--- config.mk ---
export PLATFORM = sky130hd
export DESIGN_NAME = tmr_dev_end_flat
export DESIGN_NICKNAME = d
export VERILOG_FILES = /design/src/rtl/tmr_pkg.sv /design/src/rtl/tmr_link_if.sv /design/src/rtl/tmr_dev_end.sv /design/src/flat_wrapper.sv
export VERILOG_INCLUDE_DIRS = /design/src /design/src/rtl
export SDC_FILE = /design/constraint.sdc
export NUM_CORES = 1
export LEC_CHECK = 0
export BUFFER_PORTS_ARGS = -buffer_cell sky130_fd_sc_hd__buf_4
export CAP_MARGIN = 20
export CORE_ASPECT_RATIO = 1.2
export CORE_MARGIN = 2
export CORE_UTILIZATION = 46
export CTS_CLUSTER_SIZE = 24
export DETAILED_ROUTE_END_ITERATION = 12
export GPL_ROUTABILITY_DRIVEN = 0
export PLACE_DENSITY = 0.69
export SETUP_SLACK_MARGIN = 0.1
export SYNTH_ARGS = -nofsm -noshare
export SYNTH_HDL_FRONTEND = slang
export SYNTH_SLANG_ARGS = --single-unit
--- constraint.sdc ---
create_clock -name CLK_SYS_I -period 3.3 [get_ports CLK_SYS_I]
set_clock_uncertainty 0.15 [all_clocks]
set_input_delay 0.165 -clock CLK_SYS_I [delete_from_list [all_inputs] [get_ports CLK_SYS_I]]
set_output_delay 0.165 -clock CLK_SYS_I [all_outputs]
set_load 0.01 [all_outputs]
--- src/rtl/tmr_defines.svh ---
// constants for the tunnel mode command relay: codes, field limits, timing
// assumes inclusion by bare name from design and verification files
`ifndef TMR_DEFINES_SVH
`define TMR_DEFINES_SVH
// rf command codes
`define TMR_RF_READ_FS      8'h06
`define TMR_RF_READ_TB      8'hB0
`define TMR_RF_WRITE_FS     8'h08
`define TMR_RF_WRITE_TB     8'hD6
// host serial command codes
`define TMR_CMD_QUERY       8'h28
`define TMR_CMD_ANS_OK      8'hF8
`define TMR_CMD_ANS_ERR     8'hE8
// response codes chosen for the relay
`define TMR_RSP_OK          8'h00
`define TMR_RSP_ERR         8'hFF
// field limits
`define TMR_CNT_MIN         8'h01
`define TMR_CNT_MAX         8'h0F
`define TMR_ID_BYTES        8
// fixed top bits of the query start address
`define TMR_ADDR_TOP        2'h1
// wait tick: 1 ms at 125 MHz, 8 ns period
`define TMR_TICK_NS         1000000
`define TMR_CLK_NS          8
`define TMR_TICK_CYC        (`TMR_TICK_NS / `TMR_CLK_NS)
`endif

--- src/rtl/tmr_pkg.sv ---
// types shared by both ends of the tunnel mode command relay
// assumes tmr_defines.svh for the numeric constants
package tmr_pkg;
  // serial command kinds seen by the device
  typedef enum logic [1:0] {
    TMR_KIND_QUERY,
    TMR_KIND_ANSWER,
    TMR_KIND_OTHER
  } tmr_kind_t;
  // device transaction states
  typedef enum logic [2:0] {
    TMR_IDLE,
    TMR_PARSE,
    TMR_WAIT_QUERY,
    TMR_SEND_QUERY,
    TMR_WAIT_ANSWER,
    TMR_SEND_ANSWER
  } tmr_dev_state_t;
  // host states
  typedef enum logic [2:0] {
    TMR_H_IDLE,
    TMR_H_QUERY,
    TMR_H_READ,
    TMR_H_ANSWER,
    TMR_H_DONE
  } tmr_host_state_t;
endpackage : tmr_pkg

--- src/rtl/tmr_link_if.sv ---
// serial-side link between host end and device end, byte framed
// assumes both ends on one clock; the bench drives clk and rst_n
`timescale 1ns/10ps
`default_nettype none
interface tmr_link_if (
  input wire logic clk,
  input wire logic rst_n
);
  // active-low alert from device to host
  logic       host_alert_n;
  // host to device: addressed (ack start), byte strobe, end of command
  logic       cmd_ack;
  logic       cmd_valid;
  logic [7:0] cmd_byte;
  logic       cmd_end;
  // device to host response bytes
  logic       rsp_valid;
  logic [7:0] rsp_byte;
  logic       rsp_last;
  modport dev (
    input  clk, rst_n, cmd_ack, cmd_valid, cmd_byte, cmd_end,
    output host_alert_n, rsp_valid, rsp_byte, rsp_last
  );
  modport host (
    input  clk, rst_n, host_alert_n, rsp_valid, rsp_byte, rsp_last,
    output cmd_ack, cmd_valid, cmd_byte, cmd_end
  );
endinterface : tmr_link_if
`default_nettype wire

--- src/rtl/tmr_dev_end.sv ---
// device end of the tunnel mode command relay
// assumes rf bytes pre-framed by a receiver; serial link via tmr_link_if
`include "tmr_defines.svh"
`timescale 1ns/10ps
`default_nettype none
module tmr_dev_end #(
  parameter int TICK_CYC = `TMR_TICK_CYC
) (
  // clock and reset
  input  wire logic  CLK_SYS_I,
  input  wire logic  ARST_N_I,
  // link to host
  tmr_link_if.dev    LINK,
  // rf command bytes
  input  wire logic  RF_VALID_I,
  input  wire logic [7:0] RF_BYTE_I,
  input  wire logic  RF_END_I,
  input  wire logic  RF_TYPEB_I,
  // configuration
  input  wire logic [7:0] QUERY_WAIT_LIMIT_I,
  input  wire logic [7:0] ANSWER_WAIT_LIMIT_I,
  input  wire logic [1:0] ENC_MODE_I,
  // results
  output logic       RF_ERR_O,
  output logic       ANS_DONE_O,
  output logic       ANS_OK_O,
  output logic       TIMEOUT_O
);
  tmr_pkg::tmr_dev_state_t state, next_state;
  logic [7:0]  pos, next_pos;
  logic [7:0]  k, next_k, m, next_m;
  logic [15:0] svc, next_svc, addr, next_addr;
  logic        bad, next_bad, is_rd, next_is_rd, svc_hi, next_svc_hi;
  logic [7:0]  svc_lo, next_svc_lo;
  logic [7:0]  wait_cnt, next_wait_cnt;
  logic        paused, next_paused, first, next_first;
  logic        alert_n, next_alert_n;
  logic        rv, next_rv, rl, next_rl;
  logic [7:0]  rb, next_rb;
  logic [1:0]  ri, next_ri;
  logic        err, next_err, done, next_done, ok, next_ok, tmo, next_tmo;
  logic [31:0] tick_cnt;
  logic        tick;
  // ****************************************
  // wait tick
  // ****************************************
  // free-running tick
  always_ff @(posedge CLK_SYS_I or negedge ARST_N_I) begin
    if (!ARST_N_I) begin
      tick_cnt <= 32'h0000_0000;
      tick     <= 1'b0;
    end else begin
      tick     <= (tick_cnt == 32'(TICK_CYC - 1));
      tick_cnt <= (tick_cnt == 32'(TICK_CYC - 1)) ? 32'h0000_0000 : tick_cnt + 32'd1;
    end
  end
  // ****************************************
  // transaction control
  // ****************************************
  logic [7:0] limit;
  always_comb begin
    next_state = state;  next_pos = pos;  next_k = k;  next_m = m;
    next_svc = svc;  next_addr = addr;  next_bad = bad;  next_is_rd = is_rd;
    next_svc_hi = svc_hi;  next_svc_lo = svc_lo;  next_wait_cnt = wait_cnt;
    next_paused = paused;  next_first = first;  next_alert_n = alert_n;
    next_rv = 1'b0;  next_rl = 1'b0;  next_rb = rb;  next_ri = ri;
    next_err = 1'b0;  next_done = 1'b0;  next_ok = ok;  next_tmo = 1'b0;
    limit = (state == tmr_pkg::TMR_WAIT_QUERY) ? QUERY_WAIT_LIMIT_I : ANSWER_WAIT_LIMIT_I;
    case (state)
      tmr_pkg::TMR_IDLE: begin
        if (RF_VALID_I) begin
          next_pos = 8'd1;  next_bad = 1'b0;  next_k = 8'h00;  next_m = 8'h00;
          next_svc_hi = 1'b1;  next_first = 1'b1;
          // frames without a block count report a clean address, not the last one
          next_addr = {`TMR_ADDR_TOP, ENC_MODE_I, 12'h000};
          next_is_rd = RF_TYPEB_I ? (RF_BYTE_I == `TMR_RF_READ_TB)
                                  : (RF_BYTE_I == `TMR_RF_READ_FS);
          if (RF_TYPEB_I ? (RF_BYTE_I == `TMR_RF_READ_TB || RF_BYTE_I == `TMR_RF_WRITE_TB)
                         : (RF_BYTE_I == `TMR_RF_READ_FS || RF_BYTE_I == `TMR_RF_WRITE_FS)) begin
            next_state = RF_END_I ? tmr_pkg::TMR_IDLE : tmr_pkg::TMR_PARSE;
          end
        end
      end
      tmr_pkg::TMR_PARSE: begin
        if (RF_VALID_I) begin
          next_pos = pos + 8'd1;
          // fields of a plain read frame
          if (is_rd && !RF_TYPEB_I) begin
            if (pos == 8'(`TMR_ID_BYTES + 1)) begin
              next_k = RF_BYTE_I;
              if (RF_BYTE_I < `TMR_CNT_MIN || RF_BYTE_I > `TMR_CNT_MAX) next_bad = 1'b1;
            end else if (pos > 8'(`TMR_ID_BYTES + 1) && pos <= 8'(`TMR_ID_BYTES + 1) + 8'(k << 1)) begin
              next_svc_hi = ~svc_hi;
              if (svc_hi) next_svc_lo = RF_BYTE_I;
              else if (pos == 8'(`TMR_ID_BYTES + 3)) next_svc = {svc_lo, RF_BYTE_I};
              else if (svc != {svc_lo, RF_BYTE_I}) next_bad = 1'b1;
            end else if (pos == 8'(`TMR_ID_BYTES + 2) + 8'(k << 1)) begin
              next_m = RF_BYTE_I;
              if (RF_BYTE_I < `TMR_CNT_MIN || RF_BYTE_I > `TMR_CNT_MAX) next_bad = 1'b1;
              next_addr = {`TMR_ADDR_TOP, ENC_MODE_I, 4'h0, RF_BYTE_I};
            end
          end
          if (RF_END_I) begin
            if (next_bad) begin
              next_err = 1'b1;
              next_state = tmr_pkg::TMR_IDLE;
            end else begin
              next_alert_n = 1'b0;
              next_wait_cnt = 8'h00;
              next_paused = 1'b0;
              next_state = tmr_pkg::TMR_WAIT_QUERY;
            end
          end
        end
      end
      tmr_pkg::TMR_WAIT_QUERY, tmr_pkg::TMR_WAIT_ANSWER: begin
        // pause from address ack to command end
        if (LINK.cmd_ack) next_paused = 1'b1;
        if (LINK.cmd_valid && LINK.cmd_end) begin
          next_paused = 1'b0;
          if (state == tmr_pkg::TMR_WAIT_QUERY && LINK.cmd_byte == `TMR_CMD_QUERY) begin
            next_alert_n = 1'b1;  next_ri = 2'd0;
            next_state = tmr_pkg::TMR_SEND_QUERY;
          end else if (state == tmr_pkg::TMR_WAIT_ANSWER &&
                       (LINK.cmd_byte == `TMR_CMD_ANS_OK || LINK.cmd_byte == `TMR_CMD_ANS_ERR)) begin
            next_ok = (LINK.cmd_byte == `TMR_CMD_ANS_OK);
            next_state = tmr_pkg::TMR_SEND_ANSWER;
          end
        end else if (tick && !paused && !LINK.cmd_ack) begin
          next_wait_cnt = wait_cnt + 8'd1;
          if (wait_cnt + 8'd1 >= limit) begin
            next_tmo = 1'b1;  next_alert_n = 1'b1;
            next_state = tmr_pkg::TMR_IDLE;
          end
        end
      end
      tmr_pkg::TMR_SEND_QUERY: begin
        next_rv = 1'b1;
        next_ri = ri + 2'd1;
        case (ri)
          2'd0: next_rb = `TMR_RSP_OK;
          2'd1: next_rb = addr[15:8];
          2'd2: next_rb = addr[7:0];
          default: begin
            next_rb = m;  next_rl = 1'b1;
            if (first) next_wait_cnt = 8'h00;
            next_first = 1'b0;
            next_state = tmr_pkg::TMR_WAIT_ANSWER;
          end
        endcase
      end
      tmr_pkg::TMR_SEND_ANSWER: begin
        next_rv = 1'b1;  next_rl = 1'b1;  next_rb = `TMR_RSP_OK;
        next_done = 1'b1;
        next_state = tmr_pkg::TMR_IDLE;
      end
      default: next_state = tmr_pkg::TMR_IDLE;
    endcase
  end
  always_ff @(posedge CLK_SYS_I or negedge ARST_N_I) begin
    if (!ARST_N_I) begin
      state <= tmr_pkg::TMR_IDLE;  pos <= 8'h00;  k <= 8'h00;  m <= 8'h00;
      svc <= 16'h0000;  addr <= 16'h0000;  bad <= 1'b0;  is_rd <= 1'b0;
      svc_hi <= 1'b1;  svc_lo <= 8'h00;  wait_cnt <= 8'h00;  paused <= 1'b0;
      first <= 1'b0;  alert_n <= 1'b1;  rv <= 1'b0;  rl <= 1'b0;  rb <= 8'h00;
      ri <= 2'd0;  err <= 1'b0;  done <= 1'b0;  ok <= 1'b0;  tmo <= 1'b0;
    end else begin
      state <= next_state;  pos <= next_pos;  k <= next_k;  m <= next_m;
      svc <= next_svc;  addr <= next_addr;  bad <= next_bad;  is_rd <= next_is_rd;
      svc_hi <= next_svc_hi;  svc_lo <= next_svc_lo;  wait_cnt <= next_wait_cnt;
      paused <= next_paused;  first <= next_first;  alert_n <= next_alert_n;
      rv <= next_rv;  rl <= next_rl;  rb <= next_rb;  ri <= next_ri;
      err <= next_err;  done <= next_done;  ok <= next_ok;  tmo <= next_tmo;
    end
  end
  assign LINK.host_alert_n = alert_n;
  assign LINK.rsp_valid    = rv;
  assign LINK.rsp_byte     = rb;
  assign LINK.rsp_last     = rl;
  assign RF_ERR_O          = err;
  assign ANS_DONE_O        = done;
  assign ANS_OK_O          = ok;
  assign TIMEOUT_O         = tmo;
endmodule : tmr_dev_end
`default_nettype wire

--- src/flat_wrapper.sv ---
// flat-port wrapper written by rule: the top's interface ports become plain ports
module tmr_dev_end_flat 
#(
  parameter int TICK_CYC = `TMR_TICK_CYC
)
  (CLK_SYS_I, ARST_N_I, RF_VALID_I, RF_BYTE_I, RF_END_I, RF_TYPEB_I, QUERY_WAIT_LIMIT_I, ANSWER_WAIT_LIMIT_I, ENC_MODE_I, RF_ERR_O, ANS_DONE_O, ANS_OK_O, TIMEOUT_O, clk, rst_n, LINK_cmd_ack, LINK_cmd_valid, LINK_cmd_byte, LINK_cmd_end, LINK_host_alert_n, LINK_rsp_valid, LINK_rsp_byte, LINK_rsp_last);
  tmr_link_if LINK_i (.clk(clk), .rst_n(rst_n));
  input  wire logic CLK_SYS_I;
  input  wire logic ARST_N_I;
  input  wire logic RF_VALID_I;
  input  wire logic [7:0] RF_BYTE_I;
  input  wire logic RF_END_I;
  input  wire logic RF_TYPEB_I;
  input  wire logic [7:0] QUERY_WAIT_LIMIT_I;
  input  wire logic [7:0] ANSWER_WAIT_LIMIT_I;
  input  wire logic [1:0] ENC_MODE_I;
  output logic RF_ERR_O;
  output logic ANS_DONE_O;
  output logic ANS_OK_O;
  output logic TIMEOUT_O;
  input wire logic clk;
  input wire logic rst_n;
  input wire logic [$bits(LINK_i.cmd_ack)-1:0] LINK_cmd_ack;
  input wire logic [$bits(LINK_i.cmd_valid)-1:0] LINK_cmd_valid;
  input wire logic [$bits(LINK_i.cmd_byte)-1:0] LINK_cmd_byte;
  input wire logic [$bits(LINK_i.cmd_end)-1:0] LINK_cmd_end;
  output wire logic [$bits(LINK_i.host_alert_n)-1:0] LINK_host_alert_n;
  output wire logic [$bits(LINK_i.rsp_valid)-1:0] LINK_rsp_valid;
  output wire logic [$bits(LINK_i.rsp_byte)-1:0] LINK_rsp_byte;
  output wire logic [$bits(LINK_i.rsp_last)-1:0] LINK_rsp_last;
  assign LINK_i.cmd_ack = LINK_cmd_ack;
  assign LINK_i.cmd_valid = LINK_cmd_valid;
  assign LINK_i.cmd_byte = LINK_cmd_byte;
  assign LINK_i.cmd_end = LINK_cmd_end;
  assign LINK_host_alert_n = LINK_i.host_alert_n;
  assign LINK_rsp_valid = LINK_i.rsp_valid;
  assign LINK_rsp_byte = LINK_i.rsp_byte;
  assign LINK_rsp_last = LINK_i.rsp_last;
  tmr_dev_end #(.TICK_CYC(TICK_CYC)) u_core (.CLK_SYS_I(CLK_SYS_I), .ARST_N_I(ARST_N_I), .LINK(LINK_i), .RF_VALID_I(RF_VALID_I), .RF_BYTE_I(RF_BYTE_I), .RF_END_I(RF_END_I), .RF_TYPEB_I(RF_TYPEB_I), .QUERY_WAIT_LIMIT_I(QUERY_WAIT_LIMIT_I), .ANSWER_WAIT_LIMIT_I(ANSWER_WAIT_LIMIT_I), .ENC_MODE_I(ENC_MODE_I), .RF_ERR_O(RF_ERR_O), .ANS_DONE_O(ANS_DONE_O), .ANS_OK_O(ANS_OK_O), .TIMEOUT_O(TIMEOUT_O));
endmodule
==> results of run 1 <==
worst paths after layout:
path / from / endpoint
setup reg to reg: u_core.k[2] / u_core.svc[8]
hold / removal: LINK_cmd_byte[6] / u_core.ri[0]
hold reg to reg: u_core.addr[14] / u_core.addr[14]
min in group asynchronous: ARST_N_I / u_core.svc[15]
setup / recovery: u_core.k[2] / u_core.svc[8]
max in group asynchronous: ARST_N_I / u_core.wait_cnt[5]
where the power goes:
| part | switching [µW] | total, µW | internal (µW) |
|---|---|---|---|
| logic | 606 | 1040 | 438 |
| clock network | 685 | 1740 | 1060 |
| registers | 105 | 1640 | 1540 |
| total | 1400 | 4430 | 3040 |
cell families (layout without fill, tap and decap cells):
kind of cell	after synthesis	count (layout)
and+or+nand+nor	210	210
buffers and inverters	43	152
muxes	41	41
adders and majority gates	26	26
xor gates and xnor gates	63	63
DFF	116	116
AOI/OAI and AO/OA	101	101
worst reg2reg max path: stages, from the launching register on:
cell,delay [ns]
dfrtp_2,0.43
ha_4,0.17
nand3_2,0.07
xor2_1,0.16
ha_1,0.28
a211oi_2,0.23
o211ai_1,0.15
o21ai_2,0.17
and2_4,0.17
nor4b_4,0.22
nor3b_4,0.29
buf_6,0.15
buf_16,0.13
mux2_4,0.30
per-layer routing:
metal | wire (µm) | GRT usage (%)
met4 | 243 | 8.13
met2 | 7350 | 34.8
met3 | 534 | 4.27
met5 | 0 | 0
met1 | 6280 | 26.4
stage by stage:
stage	worst slack [ns]	TNS, ns
floorplan	0.121	0
global placement	0.122	0
detailed placement	-0.0213	-0.221
CTS	0.113	0
global route	0.0149	0
finish	0.116	0
registers in the layout, indices dropped and copies added, names as in the netlist, 2 cells and up:
name / cells
u_core.tick_cnt: 32
u_core.ri: 2
u_core.pos: 8
u_core.wait_cnt: 8
u_core.LINK.rsp_byte: 8
u_core.svc: 16
u_core.addr: 4
u_core.state: 3
u_core.k: 7
u_core.svc_lo: 8
u_core.m: 7
cells in the mapped netlist, types with 3 or more instances:
library cell / n
nand4_1: 22
a21oi_1: 17
o21ai_1: 3
and4b_1: 3
and3_1: 8
nand3_1: 14
o211ai_1: 5
xor2_1: 36
nor2b_1: 5
clkbuf_1: 9
nand3b_1: 4
nand2_1: 65
ha_1: 26
nor2_1: 38
o31ai_1: 5
buf_2: 6
a211o_1: 4
a22oi_1: 4
mux2i_1: 12
mux2_2: 26
nor3_1: 8
xnor2_1: 27
nor4_1: 13
o21ai_0: 27
o21a_1: 3
or3_1: 3
dfrtp_1: 114
nand2b_1: 7
o22ai_1: 3
a22o_1: 13
inv_1: 25
cell type report:
type	instances	area (µm²)
Fill cell	1101	5420
Multi-Input combinational cell	441	3230
Sequential cell	116	2910
Timing Repair Buffer	95	806
Clock buffer	18	439
Tap cell	168	210
Clock inverter	14	130
Inverter	25	93.8
timing repair:
action	in CTS	in global routing
pin swaps	7	6
endpoints found under the hold margin	151	0
cloned	1	0
setup buffers	8	2
hold buffers	16	0
resized for setup	5	22
setup endpoints to repair	24	36
==> flow_summary.json, run 1 <==
{
  "status": "finished clean",
  "maxSlewViolCount": 0,
  "required_ns": 3.44,
  "worst-path-buf-inv": 2,
  "fp.dieW_um": 110,
  "start_util_pct": 46.9,
  "rsz0062_at_grt": "yes",
  "synth_flop_cell": "dfrtp_1",
  "die_y_um": 131,
  "synth_xor_area_share_pct": 8.88,
  "synth_top_family_by_area": "simple AND/OR/NAND/NOR gates",
  "drtAntennaViolNets": 0,
  "rr_worst_depth": 13,
  "fmax_ghz": 0.314,
  "layoutNonFillerInstCount": 877,
  "synth-simple-area-share_pct": 18.0,
  "async_reset_ff_share_pct": 100,
  "grt-ovfl-total": 0,
  "drt-pass1-iter-count": 4,
  "hold_violations": 0,
  "clockBufferDepth": 2,
  "syn_area_per_cell_um2": 10.4,
  "worstSetupPathDepth": 13,
  "setup_violations": 0,
  "clockRootBuffer": "clkbuf_16",
  "synth_nets": 670,
  "synth_compound_area_share_pct": 10.9,
  "io_pins": 59,
  "worstSetupPathType": "flip-flop to flip-flop",
  "synth-warning-count": 0,
  "post-route-min-period_ns": 3.18,
  "slew_headroom_pct": 45.6,
  "vias": 4878,
  "layout.nets": 766,
  "slowest_delay_ns": 0.43,
  "n_antenna_cell": 0,
  "port_buffers": 56,
  "hold_slack_ns": 0.0658,
  "netlist.area_leader.share_pct": 45.9,
  "startpoint_type": "flip-flop",
  "final_design_area_no_fill_mm2": 0.00782,
  "placed_area_mm2": 0.00688,
  "yosys_register_bits": 116,
  "area_growth_pct": 25.8,
  "cts_tree": "done",
  "via_per_inst": 5.56,
  "netlist_area_mm2": 0.00621,
  "synthMuxAreaShare_pct": 7.25,
  "mostFrequentLayoutCells": "111 x dfrtp_1, 74 x buf_4, 65 x nand2_1, 38 x nor2_1, 36 x xor2_1",
  "grt_pass1_wl_um": 24100,
  "critPathArrivalTime_ns": 3.32,
  "htreeDepth": 4,
  "first_iter_violations": 272,
  "period_share_pct": 96.5,
  "grt_usage_pct": 20.9,
  "synth_area_leader_cell": "dfrtp_1",
  "totalWireLength_um": 14400,
  "peakVddDrop_mv": 0.357,
  "fp.dieArea_mm2": 0.0145,
  "core.rowCount": 46,
  "utilization_pct": 59.0,
  "grt_max_degree": 117,
  "drive_above_1_share_pct": 23.0,
  "antenna_found_initial": 0,
  "worst_pin_slew_ns": 0.816,
  "cp-end-kind": "flip-flop",
  "ys_seq_area_share_pct": 46.7,
  "r2r_slack_ns": 0.12,
  "path_cells": "ha_4, nand3_2, xor2_1, ha_1, a211oi_2, o211ai_1, o21ai_2, and2_4, nor4b_4, nor3b_4, buf_6, buf_16, mux2_4",
  "cellLeakagePower_uw": 0.00363,
  "whs_path_depth": 5,
  "final_common_cell": "dfrtp_1",
  "insertion_delay_ns": 0.41,
  "synthTopCellsByArea": "dfrtp_1 46%, ha_1 5.2%, xor2_1 5.1%, mux2_2 4.7%, nand2_1 3.9%",
  "synthCells": 600,
  "wl_per_cell_um": 16.4,
  "dp.cells": 818,
  "clkSlewWorstSetupHoldPaths_ns": 0.06,
  "critPathSlowestCell": "dfrtp_2",
  "finalPower_uw": 4430,
  "drv_cap": 0,
  "synth_edf_count": 0,
  "crit_fanout": 8,
  "cts.sinks": 116,
  "critical-path-top-delay-family": "simple AND/OR/NAND/NOR gates",
  "synth_cell_types": 65,
  "synthAdderAreaFrac_pct": 5.23,
  "route.detailed.drc": 0,
  "numCtsBuffers": 17,
  "power_density_mw_per_mm2": 567,
  "hold_class": "input port to flip-flop",
  "grt_pass1_vias": 5117,
  "fp.coreArea_mm2": 0.0132,
  "hpwl_um": 9680
}
No activity file was read; power rests on OpenSTA's default activity.
==> run 2: changes to the inputs <==
- ABC_AREA: not set -> 1
==> flow_summary.json, run 2 <==
{
  "core.rowCount": 48,
  "whs_path_depth": 6,
  "synth_area_leader_cell": "dfrtp_1",
  "worst_pin_slew_ns": 0.796,
  "totalWireLength_um": 14700,
  "final_common_cell": "nand2_1",
  "placed_area_mm2": 0.00739,
  "clockBufferDepth": 2,
  "finalPower_uw": 4850,
  "crit_fanout": 16,
  "synthTopCellsByArea": "dfrtp_1 42%, nand2_1 11%, inv_1 6.3%, xor2_1 5.5%, ha_1 4.8%",
  "synthCells": 842,
  "drive_above_1_share_pct": 15.6,
  "post-route-min-period_ns": 2.92,
  "startpoint_type": "flip-flop",
  "first_iter_violations": 380,
  "maxSlewViolCount": 0,
  "critPathArrivalTime_ns": 3.10,
  "synth-warning-count": 0,
  "grt_usage_pct": 20.1,
  "setup_violations": 0,
  "synth_nets": 912,
  "layout.nets": 994,
  "rsz0062_at_grt": "no",
  "p_seq_share_pct": 37.5,
  "fp.coreArea_mm2": 0.0144,
  "fillerInstances": 1312,
  "synth_cell_types": 52,
  "htreeDepth": 4,
  "grt_max_degree": 82,
  "fp.dieW_um": 115,
  "die_y_um": 137,
  "hold_violations": 0,
  "yosys_register_bits": 116,
  "cp-end-kind": "flip-flop",
  "layoutNonFillerInstCount": 1112,
  "power_density_mw_per_mm2": 599,
  "fp.dieArea_mm2": 0.0158,
  "fmax_ghz": 0.343,
  "netlist_area_mm2": 0.00679,
  "via_per_inst": 5.08,
  "grt-ovfl-total": 0,
  "required_ns": 3.48,
  "drt-pass1-iter-count": 7,
  "p_int_uw": 3110,
  "power_frac_comb_pct": 28.2,
  "numCtsBuffers": 17,
  "peakVddDrop_mv": 0.388,
  "netlist_top_cells_count": "205 x nand2_1, 114 x dfrtp_1, 114 x inv_1",
  "rr_worst_depth": 16,
  "utilization_pct": 56.1,
  "cts.sinks": 116,
  "clockRootBuffer": "clkbuf_16",
  "cts_tree": "done",
  "regMostFlops": "u_core.tick_cnt",
  "status": "finished clean",
  "netlist.area_leader.share_pct": 42.0,
  "insertion_delay_ns": 0.41,
  "switching_power_uw": 1740,
  "largest_register_ffs": 32,
  "ys_seq_area_share_pct": 42.8,
  "area_growth_pct": 19.0,
  "period_share_pct": 88.5,
  "cellLeakagePower_uw": 0.00410,
  "hold_class": "input port to flip-flop",
  "clkSlewWorstSetupHoldPaths_ns": 0.06,
  "slew_headroom_pct": 47.0,
  "hpwl_um": 10800,
  "final_design_area_no_fill_mm2": 0.00809,
  "route.detailed.drc": 0,
  "vias": 5652,
  "fin_tns_setup_ns": 0,
  "port_buffers": 56,
  "synth_flop_cell": "dfrtp_1",
  "n_antenna_cell": 0,
  "dp.cells": 1065,
  "p_clk_share_pct": 34.3,
  "worstSetupPathType": "flip-flop to flip-flop",
  "grt_pass1_wl_um": 25000,
  "synth_edf_count": 0,
  "io_pins": 59,
  "drtAntennaViolNets": 0,
  "r2r_slack_ns": 0.38,
  "async_reset_ff_share_pct": 100,
  "top_regs": "u_core.tick_cnt x32, u_core.svc x16",
  "wl_per_cell_um": 13.2,
  "drv_cap": 0,
  "antenna_found_initial": 0,
  "sw_frac_of_total_pct": 35.8,
  "syn_area_per_cell_um2": 8.07,
  "mostFrequentLayoutCells": "205 x nand2_1, 114 x inv_1, 114 x dfrtp_1, 80 x nor2_1, 58 x buf_4",
  "grt_pass1_vias": 5357,
  "yosysMostFrequentCell": "nand2_1",
  "start_util_pct": 47.1
}
[run 2: cell types whose count changed in the layout (fill, tap and decap cells not counted), moves of 15 or more]
cell and change:
buf_4 -16, nand2_1 +140, nor2_1 +42, xnor2_1 -21, mux2_4 -15, o21ai_0 +20
nand3_1 +28, inv_1 +89
[run 2: repair_timing]
action / in CTS / in global routing
gates resized for setup: 0 / 2
setup endpoints to repair: 0 / 7
buffers inserted: 0 / 0
hold endpoints to repair: 67 / 0
hold buffers: 15 / 0
[run 2: worst max-delay path, stage by stage (launching register included)]
cell and delay [ns]:
dfrtp_1 0.46, ha_1 0.25, nand3_1 0.10, xor2_1 0.16, ha_1 0.29, nand2_1 0.06
nor2_1 0.13, nand4_1 0.19, a21oi_4 0.26, nand3_1 0.09, nand3_1 0.09, nand2_1 0.06
nand2_2 0.09, nand2_4 0.09, nand2_4 0.19, nand2_1 0.07, o21ai_1 0.08
[run 2: path summary, 6_finish.rpt]
check | to | start
max | u_core.wait_cnt[3] | u_core.k[2]
min | u_core.state[1] | LINK_cmd_byte[6]
max reg2reg | u_core.wait_cnt[3] | u_core.k[2]
min reg2reg | u_core.addr[14] | u_core.addr[14]
max in group asynchronous | u_core.LINK.host_alert_n | ARST_N_I
min in group asynchronous | u_core.svc[1] | ARST_N_I
[run 2: power by group through the flow]
stage / Sequential [µW] / Combinational (µW) / Clock, µW
2_1_floorplan: 1790 / 1040 / 0
3_3_place_gp: 1830 / 1320 / 0
3_5_place_dp: 1830 / 1340 / 0
4_1_cts: 1810 / 1370 / 1690
5_1_grt: 1840 / 1570 / 1760
6_report: 1820 / 1370 / 1660
[run 2: per-layer routing]
metal	global-route usage, %	vias up	wire length [µm]
met3	4.34	15	693
met5	0	-	0
li1	-	2879	-
met1	27.1	2633	6900
met2	32.4	125	6950
met4	6.36	0	178
[run 2: layout make-up]
cell class / instances / area [µm²] / area share (%)
inverters: 123 / 464 / 5.74
repair buffers: 74 / 606 / 7.49
clock inverters: 12 / 82.6 / 1.02
clock buffers: 20 / 457 / 5.65
flip-flops and latches: 116 / 2910 / 35.9
multi-input cells: 592 / 3350 / 41.5
well taps: 175 / 219 / 2.71
[run 2: per-stage QoR]
stage | setup slack [ns] | hold WS (ns)
2_1_floorplan | 0.719 | -0.281
4_1_cts | 0.368 | 0.0511
3_5_place_dp | 0.389 | 0.0151
3_3_place_gp | 0.401 | 0.0177
6_report | 0.381 | 0.0706
5_1_grt | 0.105 | 0.0593
[run 2: cells by family after synthesis]
family          share of synthesized area, %
compound gates                          7.85
xor+xnor                                6.32
fa+ha+maj                               4.79
buf+inv                                 7.99
flops                                   42.8
mux                                     2.63
simple gates                            27.6
